File: config.mk
export PLATFORM = sky130hd
export DESIGN_NAME = erbm_engine
export DESIGN_NICKNAME = d
export VERILOG_FILES = /design/src/erbm_engine.v
export VERILOG_INCLUDE_DIRS = /design/src
export SDC_FILE = /design/constraint.sdc
export NUM_CORES = 1
export LEC_CHECK = 0
export ABC_AREA = 1
export BUFFER_PORTS_ARGS = -buffer_cell sky130_fd_sc_hd__buf_2
export CAP_MARGIN = 0
export CELL_PAD_IN_SITES_DETAIL_PLACEMENT = 1
export CELL_PAD_IN_SITES_GLOBAL_PLACEMENT = 1
export CORE_MARGIN = 2
export CORE_UTILIZATION = 25
export DETAILED_ROUTE_END_ITERATION = 16
export PLACE_DENSITY_LB_ADDON = 0.1
export SETUP_SLACK_MARGIN = 0.4
export SYNTH_ARGS = -nofsm -noshare
export SYNTH_HDL_FRONTEND = slang
export SYNTH_SLANG_ARGS = --single-unit
File: constraint.sdc
create_clock -name CLK -period 4.6 [get_ports CLK]
set_input_delay 0.23 -clock CLK [delete_from_list [all_inputs] [get_ports CLK]]
set_output_delay 0.23 -clock CLK [all_outputs]
set_load 0.05 [all_outputs]
File: src/erbm_map.vh
// register offsets, reset values and timing counts of the exception report engine
`ifndef ERBM_MAP_VH
`define ERBM_MAP_VH
// ============================================================
// register offsets (8-bit address)
`define ERBM_A_UNIT_ID      8'h00
`define ERBM_A_DEST_PORT    8'h01
`define ERBM_A_ERR_STATUS   8'h02
`define ERBM_A_SLAVE_ADDR   8'h03
`define ERBM_A_START_REG    8'h04
`define ERBM_A_TRY_COUNT    8'h05
`define ERBM_A_TIMEOUT_MS   8'h06
`define ERBM_A_QUIET_MS     8'h07
`define ERBM_A_HOLD_MS      8'h08
`define ERBM_A_TRIG_CFG_OK  8'h09
`define ERBM_A_EXC_NUM      8'h0a
`define ERBM_A_EXC_VALUE    8'h0b
`define ERBM_A_EXC_TIME     8'h0c
`define ERBM_A_EXC_DATE     8'h0d
`define ERBM_A_PENDING      8'h0e
// ============================================================
// reset values, holding register base and setting limits
`define ERBM_RST_UNIT_ID    14'h0000
`define ERBM_RST_DEST       2'h0
`define ERBM_RST_STATUS     7'h00
`define ERBM_RST_SLAVE      8'h00
`define ERBM_RST_START      14'h0001
`define ERBM_RST_TRIES      14'h0000
`define ERBM_RST_TIMEOUT    14'h0bb8
`define ERBM_RST_QUIET      14'h03e8
`define ERBM_RST_HOLD       14'h0064
`define ERBM_HREG_BASE      16'h9c40
`define ERBM_SLAVE_MAX      8'hf7
`define ERBM_ID_MAX         14'h270f
// ============================================================
// status codes
`define ERBM_ST_OK          7'h00
`define ERBM_ST_NOCONN      7'h64
`define ERBM_ST_UNRECOG     7'h65
`define ERBM_ST_STOPPED     7'h66
`define ERBM_ST_TIMEOUT     7'h67
`define ERBM_ST_FAILTRY     7'h68
`define ERBM_ST_ALLFAIL     7'h69
`define ERBM_ST_UNEXP       7'h6a
// ============================================================
// timing: 1 ms at 40 MHz
`define ERBM_CLK_HZ         40000000
`define ERBM_MS_CYCLES      (`ERBM_CLK_HZ / 1000)
// divider reload, one less than the cycles in a millisecond
`define ERBM_MS_RELOAD      16'h9c3f
`endif
File: src/erbm_engine.v
// exception report engine: trigger capture, register file and modbus master sequencer
//
// Our own choices: strobed register access and the address map.
`default_nettype none
`include "erbm_map.vh"
// ============================================================
module erbm_engine (
  input  wire        CLK,
  input  wire        NRST,
  input  wire [7:0]  ADDR,
  input  wire [15:0] WDATA,
  input  wire        WR,
  input  wire        RD,
  output reg  [15:0] RDATA,
  input  wire [31:0] TRIG,
  input  wire [15:0] WATCH_VALUE,
  input  wire [15:0] TIME_NOW,
  input  wire [15:0] DATE_NOW,
  input  wire        LINK_BUSY,
  input  wire        MODEM_ATTACHED,
  input  wire        MORE_NUMBERS,
  input  wire        TX_READY,
  input  wire        RX_DONE,
  input  wire        RX_OK,
  input  wire        RX_UNEXPECTED,
  input  wire [6:0]  RX_EXC_CODE,
  input  wire        DRV_STOP,
  output reg         TX_START,
  output reg  [1:0]  TX_PORT,
  output reg  [7:0]  TX_SLAVE,
  output reg  [15:0] TX_REG,
  output reg  [13:0] TX_UNIT_ID,
  output reg  [5:0]  TX_EXC_NUM,
  output reg  [15:0] TX_VALUE,
  output reg  [15:0] TX_TIME,
  output reg  [15:0] TX_DATE,
  output reg         DIAL_NEXT
);

  // ============================================================
  // sequencer states
  // idle waits for a pending report with reporting switched on.
  // quiet counts milliseconds of silent carrier; any traffic restarts it.
  // hold adds the collision-avoidance delay; traffic sends us back to quiet.
  // send waits for the serial driver to take the request on an idle link.
  // wait counts the reply window and records the outcome as status.
  // broadcast skips wait, since no slave ever answers a broadcast.
  // limitation: the millisecond enable runs free, so every interval
  // may come out up to one millisecond short of its setting.
  // trade-off: a free divider saves a second counter per interval.
  localparam S_IDLE  = 3'h0;
  localparam S_QUIET = 3'h1;
  localparam S_HOLD  = 3'h2;
  localparam S_SEND  = 3'h3;
  localparam S_WAIT  = 3'h4;

  // ============================================================
  // configuration and captured report
  reg [13:0] unit_identifier_r;
  reg [1:0]  report_destination_port_r;
  reg [6:0]  report_error_status_r;
  reg [7:0]  target_slave_address_r;
  reg [13:0] target_start_register_r;
  reg [13:0] connect_try_count_r;
  reg [13:0] reply_timeout_ms_r;
  reg [13:0] carrier_quiet_time_r;
  reg [13:0] holding_time_r;
  reg        trig_cfg_ok_r;
  reg [31:0] trig_prev_r;
  reg [5:0]  exc_num_r;
  reg [15:0] exc_value_r;
  reg [15:0] exc_time_r;
  reg [15:0] exc_date_r;
  reg        pending_r;
  reg [2:0]  state_r;
  reg [15:0] ms_div_r;
  reg [13:0] ms_cnt_r;
  reg [13:0] tries_r;

  wire        ms_tick;
  wire [31:0] trig_rise;
  wire        report_on;
  wire        unlimited;
  wire        tries_left;

  // lowest-numbered new trigger wins; others in the same cycle are dropped
  // limitation: only one exception is stored, so simultaneous rises
  // on several trigger lines report just one of them.
  // the result is the line number plus one, so zero means none.
  function [5:0] first_set;
    input [31:0] v;
    integer i;
    begin
      first_set = 6'h00;
      for (i = 31; i >= 0; i = i - 1) begin
        if (v[i]) begin
          first_set = i[5:0] + 6'h01;
        end
      end
    end
  endfunction

  // clamp a written setting to its documented ceiling
  // out-of-range writes saturate rather than wrap, so a large value
  // never turns into a tiny interval by losing its upper bits.
  function [13:0] clamp14;
    input [15:0] v;
    input [13:0] lim;
    begin
      clamp14 = (v > {2'h0, lim}) ? lim : v[13:0];
    end
  endfunction

  assign ms_tick    = (ms_div_r == 16'h0000);
  assign trig_rise  = TRIG & ~trig_prev_r;
  assign report_on  = trig_cfg_ok_r && (unit_identifier_r != 14'h0000);
  // broadcast sends once, so try count does not apply
  assign unlimited  = (connect_try_count_r == 14'h0000);
  assign tries_left = unlimited || (tries_r < connect_try_count_r);

  // ============================================================
  // millisecond enable from the 40 MHz clock
  always @(posedge CLK or negedge NRST) begin
    if (!NRST) begin
      ms_div_r <= 16'h0000;
    end else if (ms_tick) begin
      // sized reload keeps the 32-bit arithmetic out of this register
      ms_div_r <= `ERBM_MS_RELOAD;
    end else begin
      ms_div_r <= ms_div_r - 16'h0001;
    end
  end

  // ============================================================
  // register writes, capture and send sequencer
  // strobes and send fields are registered here, so every output
  // comes straight from a flip-flop and never glitches.
  // writes land in the cycle after the strobe.
  always @(posedge CLK or negedge NRST) begin
    if (!NRST) begin
      unit_identifier_r         <= `ERBM_RST_UNIT_ID;
      report_destination_port_r <= `ERBM_RST_DEST;
      report_error_status_r     <= `ERBM_RST_STATUS;
      target_slave_address_r    <= `ERBM_RST_SLAVE;
      target_start_register_r   <= `ERBM_RST_START;
      connect_try_count_r       <= `ERBM_RST_TRIES;
      reply_timeout_ms_r        <= `ERBM_RST_TIMEOUT;
      carrier_quiet_time_r      <= `ERBM_RST_QUIET;
      holding_time_r            <= `ERBM_RST_HOLD;
      trig_cfg_ok_r             <= 1'b0;
      trig_prev_r               <= 32'h00000000;
      exc_num_r                 <= 6'h00;
      exc_value_r               <= 16'h0000;
      exc_time_r                <= 16'h0000;
      exc_date_r                <= 16'h0000;
      pending_r                 <= 1'b0;
      state_r                   <= S_IDLE;
      ms_cnt_r                  <= 14'h0000;
      tries_r                   <= 14'h0000;
      TX_START                  <= 1'b0;
      TX_PORT                   <= 2'h0;
      TX_SLAVE                  <= 8'h00;
      TX_REG                    <= 16'h0000;
      TX_UNIT_ID                <= 14'h0000;
      TX_EXC_NUM                <= 6'h00;
      TX_VALUE                  <= 16'h0000;
      TX_TIME                   <= 16'h0000;
      TX_DATE                   <= 16'h0000;
      DIAL_NEXT                 <= 1'b0;
    end else begin
      TX_START  <= 1'b0;
      DIAL_NEXT <= 1'b0;
      trig_prev_r <= TRIG;
      // software writes
      if (WR) begin
        case (ADDR)
          `ERBM_A_UNIT_ID:     unit_identifier_r <= clamp14(WDATA, `ERBM_ID_MAX);
          `ERBM_A_DEST_PORT:   report_destination_port_r <= WDATA[1:0];
          `ERBM_A_SLAVE_ADDR:  target_slave_address_r <= (WDATA[7:0] > `ERBM_SLAVE_MAX) ?
                                 `ERBM_SLAVE_MAX : WDATA[7:0];
          `ERBM_A_START_REG:   target_start_register_r <= (WDATA == 16'h0000) ? 14'h0001 :
                                 clamp14(WDATA, `ERBM_ID_MAX);
          `ERBM_A_TRY_COUNT:   connect_try_count_r <= clamp14(WDATA, `ERBM_ID_MAX);
          `ERBM_A_TIMEOUT_MS:  reply_timeout_ms_r <= (WDATA == 16'h0000) ? 14'h0001 :
                                 clamp14(WDATA, `ERBM_ID_MAX);
          `ERBM_A_QUIET_MS:    carrier_quiet_time_r <= clamp14(WDATA, 14'h2710);
          `ERBM_A_HOLD_MS:     holding_time_r <= clamp14(WDATA, 14'h07d0);
          `ERBM_A_TRIG_CFG_OK: trig_cfg_ok_r <= WDATA[0];
          default: ;
        endcase
      end
      // a new exception replaces the stored one, even while sending
      // the capture branch wins over the sequencer in the same cycle,
      // so a report half way through its quiet time starts over.
      // the try counter is cleared, giving the new report a full set.
      // a poll of the exception registers always sees the newest one.
      if (report_on && (trig_rise != 32'h00000000)) begin
        exc_num_r   <= first_set(trig_rise);
        exc_value_r <= WATCH_VALUE;
        exc_time_r  <= TIME_NOW;
        exc_date_r  <= DATE_NOW;
        // stored for polling even when sending is off
        pending_r   <= (report_destination_port_r != 2'h0);
        tries_r     <= 14'h0000;
        state_r     <= S_IDLE;
      end else begin
        case (state_r)
          S_IDLE: begin
            if (pending_r && report_on) begin
              state_r  <= S_QUIET;
              ms_cnt_r <= 14'h0000;
            end
          end
          // any slave traffic restarts the quiet window
          S_QUIET: begin
            if (LINK_BUSY) begin
              ms_cnt_r <= 14'h0000;
            end else if (ms_cnt_r >= carrier_quiet_time_r) begin
              state_r  <= S_HOLD;
              ms_cnt_r <= 14'h0000;
            end else if (ms_tick) begin
              ms_cnt_r <= ms_cnt_r + 14'h0001;
            end
          end
          S_HOLD: begin
            if (LINK_BUSY) begin
              state_r  <= S_QUIET;
              ms_cnt_r <= 14'h0000;
            end else if (ms_cnt_r >= holding_time_r) begin
              state_r  <= S_SEND;
            end else if (ms_tick) begin
              ms_cnt_r <= ms_cnt_r + 14'h0001;
            end
          end
          S_SEND: begin
            if (TX_READY && !LINK_BUSY) begin
              TX_START   <= 1'b1;
              TX_PORT    <= report_destination_port_r;
              TX_SLAVE   <= target_slave_address_r;
              TX_REG     <= `ERBM_HREG_BASE + {2'h0, target_start_register_r};
              TX_UNIT_ID <= unit_identifier_r;
              TX_EXC_NUM <= exc_num_r;
              TX_VALUE   <= exc_value_r;
              TX_TIME    <= exc_time_r;
              TX_DATE    <= exc_date_r;
              tries_r    <= tries_r + 14'h0001;
              ms_cnt_r   <= 14'h0000;
              if (target_slave_address_r == 8'h00) begin
                // broadcast: no reply, no timeout
                report_error_status_r <= `ERBM_ST_OK;
                pending_r <= 1'b0;
                state_r   <= S_IDLE;
              end else begin
                state_r <= S_WAIT;
              end
            end
          end
          // reply window
          // priority: driver halt, unexpected, malformed, good reply, timeout.
          // a halted driver ends the report, as no reply can come any more.
          // malformed and unexpected replies leave the report pending,
          // so it is sent again after a fresh quiet and hold interval.
          // a timeout with tries left also resends; with none left, a modem
          // moves to its next number if one is left, and otherwise the failure is final.
          // hazard: a reply that lands in the timeout cycle counts as a reply.
          S_WAIT: begin
            if (ms_tick) begin
              ms_cnt_r <= ms_cnt_r + 14'h0001;
            end
            if (DRV_STOP) begin
              report_error_status_r <= `ERBM_ST_STOPPED;
              pending_r <= 1'b0;
              state_r   <= S_IDLE;
            end else if (RX_DONE && RX_UNEXPECTED) begin
              report_error_status_r <= `ERBM_ST_UNEXP;
              state_r <= S_IDLE;
            end else if (RX_DONE && !RX_OK) begin
              report_error_status_r <= `ERBM_ST_UNRECOG;
              state_r <= S_IDLE;
            end else if (RX_DONE) begin
              // code 0 success or driver exception 1..99
              report_error_status_r <= (RX_EXC_CODE > 7'h63) ? 7'h63 :
                                       RX_EXC_CODE;
              pending_r <= 1'b0;
              state_r   <= S_IDLE;
            end else if (ms_cnt_r >= reply_timeout_ms_r) begin
              state_r <= S_IDLE;
              if (tries_left) begin
                report_error_status_r <= `ERBM_ST_TIMEOUT;
              end else if (MODEM_ATTACHED && MORE_NUMBERS) begin
                report_error_status_r <= `ERBM_ST_NOCONN;
                DIAL_NEXT <= 1'b1;
                tries_r   <= 14'h0000;
              end else if (MODEM_ATTACHED) begin
                report_error_status_r <= `ERBM_ST_ALLFAIL;
                pending_r <= 1'b0;
              end else begin
                report_error_status_r <= `ERBM_ST_FAILTRY;
                pending_r <= 1'b0;
              end
            end
          end
          default: state_r <= S_IDLE;
        endcase
      end
    end
  end

  // ============================================================
  // read port, data one cycle after the strobe
  // read data fall back to zero outside the read slot, so a stale
  // value can never be mistaken for an answer by the bus master.
  // unmapped offsets read as zero and never stall the bus.
  // offset 14 shows the sequencer state, which is zero once idle.
  // the exception registers stay readable after a failed send.
  // trade-off: one registered mux instead of a combinational read path.
  always @(posedge CLK or negedge NRST) begin
    if (!NRST) begin
      RDATA <= 16'h0000;
    end else if (RD) begin
      case (ADDR)
        `ERBM_A_UNIT_ID:     RDATA <= {2'h0, unit_identifier_r};
        `ERBM_A_DEST_PORT:   RDATA <= {14'h0000, report_destination_port_r};
        `ERBM_A_ERR_STATUS:  RDATA <= {9'h000, report_error_status_r};
        `ERBM_A_SLAVE_ADDR:  RDATA <= {8'h00, target_slave_address_r};
        `ERBM_A_START_REG:   RDATA <= {2'h0, target_start_register_r};
        `ERBM_A_TRY_COUNT:   RDATA <= {2'h0, connect_try_count_r};
        `ERBM_A_TIMEOUT_MS:  RDATA <= {2'h0, reply_timeout_ms_r};
        `ERBM_A_QUIET_MS:    RDATA <= {2'h0, carrier_quiet_time_r};
        `ERBM_A_HOLD_MS:     RDATA <= {2'h0, holding_time_r};
        `ERBM_A_TRIG_CFG_OK: RDATA <= {15'h0000, trig_cfg_ok_r};
        `ERBM_A_EXC_NUM:     RDATA <= {10'h000, exc_num_r};
        `ERBM_A_EXC_VALUE:   RDATA <= exc_value_r;
        `ERBM_A_EXC_TIME:    RDATA <= exc_time_r;
        `ERBM_A_EXC_DATE:    RDATA <= exc_date_r;
        `ERBM_A_PENDING:     RDATA <= {13'h0000, state_r};
        default:             RDATA <= 16'h0000;
      endcase
    end else begin
      RDATA <= 16'h0000;
    end
  end

endmodule // erbm_engine
`default_nettype wire

After elaboration in Yosys (flattened, before gate mapping)
Cells that the tools add are included.

Register bits: 348. Output and inout bits: 112. Word-level logic and storage cells: 233. Input bits: 123.

$lt $le $gt $ge: 9. Add/sub/neg operators: 4. Bitwise operators: 3. Eq/ne operators: 42. Multiplexer cells: 107. Reductions and logical operators: 37.

Operators with widths (count): 14-bit 2-to-1 mux (20); 16-bit one-hot mux with 15 select lines (1); 6-bit 2-to-1 mux (32); 14-bit one-hot mux with 5 select lines (1); 8-bit by 4-bit equality test with 1-bit output, second input constant (7); 7-bit 2-to-1 mux (8); 14-bit greater-or-equal comparator (3); 3-bit 2-to-1 mux (13); 3-bit inequality test, second input constant (13); 32-bit AND (1); 8-bit by 3-bit equality test with 1-bit output, second input constant (4); 16-bit by 14-bit greater-than comparator with 1-bit output, second input constant (2); 16-bit logical NOT (2); 16-bit 2-to-1 mux (2); 32-bit inverter (1); 32-bit nonzero test (1); 14-bit by 1-bit adder with 14-bit output, second input constant (2); 14-bit one-hot mux with 2 select lines (1); 1-bit 2-to-1 mux (23); 2-bit AND reduction (9); 16-bit by 14-bit adder with 16-bit output, first input constant (1); 8-bit by 2-bit equality test with 1-bit output, second input constant (2); 16-bit by 11-bit greater-than comparator with 1-bit output, second input constant (1); 8-bit logical NOT (2); 33 further kinds (50).

Logic depth before layout (Yosys ltp)
Depth after elaboration: 34. Depth in mapped cells: 32. Gate-level depth less buffers: 32.

Worst setup path after synthesis
No wires, ideal clock.

Kind: reg2reg. From: reg reply_timeout_ms_r[5]. To: reg tries_r[12]. Path buffers: 1. Arrival: 2.501 ns. Data required time: 4.471 ns. Stages on the path, launching flop included: 21. Period minus slack after synthesis: 2.630 ns. Setup time: 0.129 ns. Slack: 1.970 ns. Cell sequence: dfstp_2 > inv_1 > ha_1 > nand2_2 > nor2_4 > o21ai_2 > o211ai_2 > nand3_1 > nand2_1 > nand3_1 > a21oi_1 > nor2_1 > o21ai_2 > nand2_2 > nor2_2 > o21bai_1 > and2_4 > buf_6 > nor4_4 > nand3_1 > nor3b_2.

Cells in the longest elaborated chain, start to end: 3.

RTL lines: from (decl) (RTL line erbm_engine.v:65) `reg [13:0] reply_timeout_ms_r;`; from (signal assigned) (RTL line erbm_engine.v:147) `` reply_timeout_ms_r <= `ERBM_RST_TIMEOUT; ``; from (signal assigned) (RTL line erbm_engine.v:184) `` `ERBM_A_TIMEOUT_MS: reply_timeout_ms_r <= (WDATA == 16'h0000) ? 14'h0001 : ``; 14-bit greater-or-equal comparator (RTL line erbm_engine.v:286) `end else if (ms_cnt_r >= reply_timeout_ms_r) begin`; 3-bit inequality test (no source line); 9-bit AND reduction (no source line); to (signal assigned) (RTL line erbm_engine.v:246) `tries_r <= tries_r + 14'h0001;`; to (decl) (RTL line erbm_engine.v:78) `reg [13:0] tries_r;`.

No other way between the ends. A chain may end at the register's enable or synchronous reset.

Worst setup path after layout
From: reg reply_timeout_ms_r[5]. To: reg tries_r[13].

The elaborated chain is that of the path after synthesis.

==> impl_metrics.tcl <==
set metrics [dict create \
    yosys.area.top_type_share 0.496 \
    max_cap_violations 0 \
    max_stage_delay_ns 0.57 \
    synth_top_family_by_area "simple AND/OR/NAND/NOR gates" \
    cts_setup_buffers 0 \
    hpwlAfterDp_mm 50.7 \
    wl_met1_mm 31.2 \
    cp.required_ns 5.12 \
    synthSimpleGateAreaFrac 0.188 \
    outcome "completed" \
    hold_violations 0 \
    ios 235 \
    wl_met2_mm 31.1 \
    fin_crit_sh 0.695 \
    layout-drive-gt1-share 0.170 \
    setup-tns-final_ns 0 \
    p_leak_nw 10.4 \
    worst_pin_slew_ns 1.10 \
    clock_latency_ns 0.58 \
    rsz0062_at_grt "false" \
    grt_overflow 0 \
    cpMaxStageDelayCell "dfstp_2" \
    totalPowerFinal_mw 11.2 \
    post-place-ws_ns 1.38 \
    fmax_ghz 0.313 \
    syn_inst 1963 \
    yosysMostFrequentCell "nand2_1" \
    startpoint_type "register" \
    core-area_um2 66000 \
    portBuffers 234 \
    die_x_um 262 \
    endpoint_kind "register" \
    dr.first_iter.drc_count 765 \
    max-slew-margin-rel 0.267 \
    wl_per_cell_um 20.5 \
    dp.cells 3022 \
    synth_edf_count 0 \
    initial_utilization 0.253 \
    synth_compound_gate_area_share 0.153 \
    viasPerCell 4.63 \
    drcViolationCount 0 \
    first_pass_iters 5 \
    cts_buffers 44 \
    syn-num-nets 2145 \
    htree_levels 2 \
    nets 2483 \
    core.rowCount 94 \
    grt_pass1_wl_mm 99.9 \
    synth_seq_area_share 0.523 \
    yosys.area.top_type "dfrtp_1" \
    fin_ws_ns 1.40 \
    synthTopCellsByArea "dfrtp_1 50%, nand2_1 9.7%, o21ai_0 7.6%, inv_1 6.7%, ha_1 4.4%" \
    track_usage 0.190 \
    clk_pin_slew_ns 0.06 \
    yosysWarningCount 0 \
    path_class "reg -> reg" \
    place_area_um2 18900 \
    top_layer "met5" \
    period_needed_ns 3.20 \
    design.die.area_um2 68900 \
    antenna_found_initial 2 \
    synth_common_cells "432 x nand2_1, 331 x dfrtp_1, 296 x inv_1, 254 x o21ai_0, 131 x nor2_1" \
    ys_ff_latch 348 \
    path_cells "inv_1 -> ha_1 -> nand2_2 -> nor2_4 -> o21ai_2 -> o211ai_2 -> nand3_1 -> nand2_1 -> nand3_1 -> a21oi_1 -> nor2_1 -> o21ai_2 -> nand2_2 -> nor2_2 -> o21bai_1 -> and2_4 -> inv_2 -> nand4_1 -> a21oi_1 -> o21a_1" \
    grt_pass1_vias 15850 \
    hp-class "in -> reg" \
    synth_flop_cell "dfrtp_1" \
    synth_cell_types 59 \
    avgSynthCellArea_um2 8.51 \
    area_growth_pct 28.2 \
    fin_cells 3201 \
    cp_data_arrival_time_ns 3.72 \
    die_h_um 262 \
    muxShareOfSynthArea 0 \
    nFillCells 7788 \
    synthArstFlopShare 1.00 \
    setup_viol 0 \
    clk_path_buf_depth 3 \
    clkSinkCount 348 \
    cts_tree "built" \
    synth-xor-area-share 0.00891 \
    fin_skew_ns 0.0178 \
    drv_slew 0 \
    routed_wl_mm 65.7 \
    clockRootBuffer "clkbuf_16" \
    grt_max_degree 106 \
    gp_congestion 0.848 \
    stdcell_area_um2 21400 \
    vias 14809 \
    synthAdderAreaFrac 0.0442 \
    ir_worst_vdd_mv 0.262 \
    powerDensity_nw_per_um2 525 \
    wl_met3_mm 1.86 \
    syn_area_um2 16700 \
    worstPathMaxFanout 11 \
    ant_nets 0 \
]
## through the flow
step	hold slack, ns	util
after detailed placement	0.302	0.287
final	0.0345	0.325
after CTS	0.00176	0.324
after floorplan	-0.0656	-
after global routing	0.0466	0.324
after global placement	0.302	0.287
## cells in the final DEF, fill, tap and decap left out, types with 46 or more instances in the layout
| master | count |
|---|---|
| ha_1 | 59 |
| buf_2 | 233 |
| dlygate4sd3_1 | 97 |
| clkbuf_16 | 46 |
| o21ai_0 | 254 |
| nor2_1 | 131 |
| inv_1 | 296 |
| dfrtp_1 | 331 |
| nand3_1 | 51 |
| nand2_1 | 432 |
| a21oi_1 | 49 |
## critical path, delay by kind of cell (launching register included)
kind | cells | cell delay (ns)
buffers and inverters | 2 | 0.24
DFF | 1 | 0.57
and+or+nand+nor | 10 | 1.10
adders and majority gates | 1 | 0.31
AOI/OAI and AO/OA | 7 | 0.92
## path summary, 6_finish.rpt
check	end	cells past startpoint	startpoint	slack [ns]
worst min register to register	ms_div_r[0]$_DFF_PN0_	1	ms_div_r[0]$_DFF_PN0_	0.44
worst min-delay path	holding_time_r[0]$_DFFE_PN0P_	3	WDATA[0]	0.03
worst max-delay path	tries_r[13]$_DFFE_PN0P_	20	reply_timeout_ms_r[5]$_DFFE_PN1P_	1.40
min in group asynchronous	trig_prev_r[16]$_DFF_PN0_	2	NRST	0.24
max in group asynchronous	TX_REG[11]$_DFFE_PN0P_	3	NRST	3.24
worst max register to register	tries_r[13]$_DFFE_PN0P_	20	reply_timeout_ms_r[5]$_DFFE_PN1P_	1.40
## area by class of cell
type                            count  area, um^2  area share
Sequential cell                   348        8730       0.408
Multi-Input combinational cell   1251        6600       0.308
Timing Repair Buffer              349        2340       0.109
Clock buffer                       66        1370      0.0638
Inverter                          307        1150      0.0539
Tap cell                          864        1080      0.0505
Clock inverter                     14         141     0.00660
Antenna cell                        2        5.00    0.000234
## registers in the layout, indices dropped and copies added (netlist names), 16 cells and up
name / count
trig_prev_r: 32
RDATA: 16
TX_DATE: 16
TX_REG: 16
TX_TIME: 16
TX_VALUE: 16
exc_date_r: 16
exc_time_r: 16
exc_value_r: 16
ms_div_r: 16
## per-layer routing
metal / track usage / vias up
met3: 0.0252 / 79
li1: - / 7146
met4: 0.0492 / 2
met5: 0 / -
met1: 0.258 / 7359
met2: 0.319 / 223
## where the power goes
group	leakage (nW)	switching [mW]	total [mW]	internal, mW
Combinational	5.45	2.66	3.47	0.814
Clock	0.738	1.43	3.59	2.16
Sequential	4.22	0.397	4.17	3.77
## kinds of logic after synthesis
family	after synthesis
xor+xnor	17
compound gates	446
flops	348
simple gates	729
fa+ha+maj	59
buf+inv	364
## timing repair
| action | in CTS | in global routing |
|---|---|---|
| hold endpoints to repair | 177 | 0 |
| hold buffers | 97 | 0 |
| resized for setup | 0 | 0 |
(Power assumes the default switching activity.)
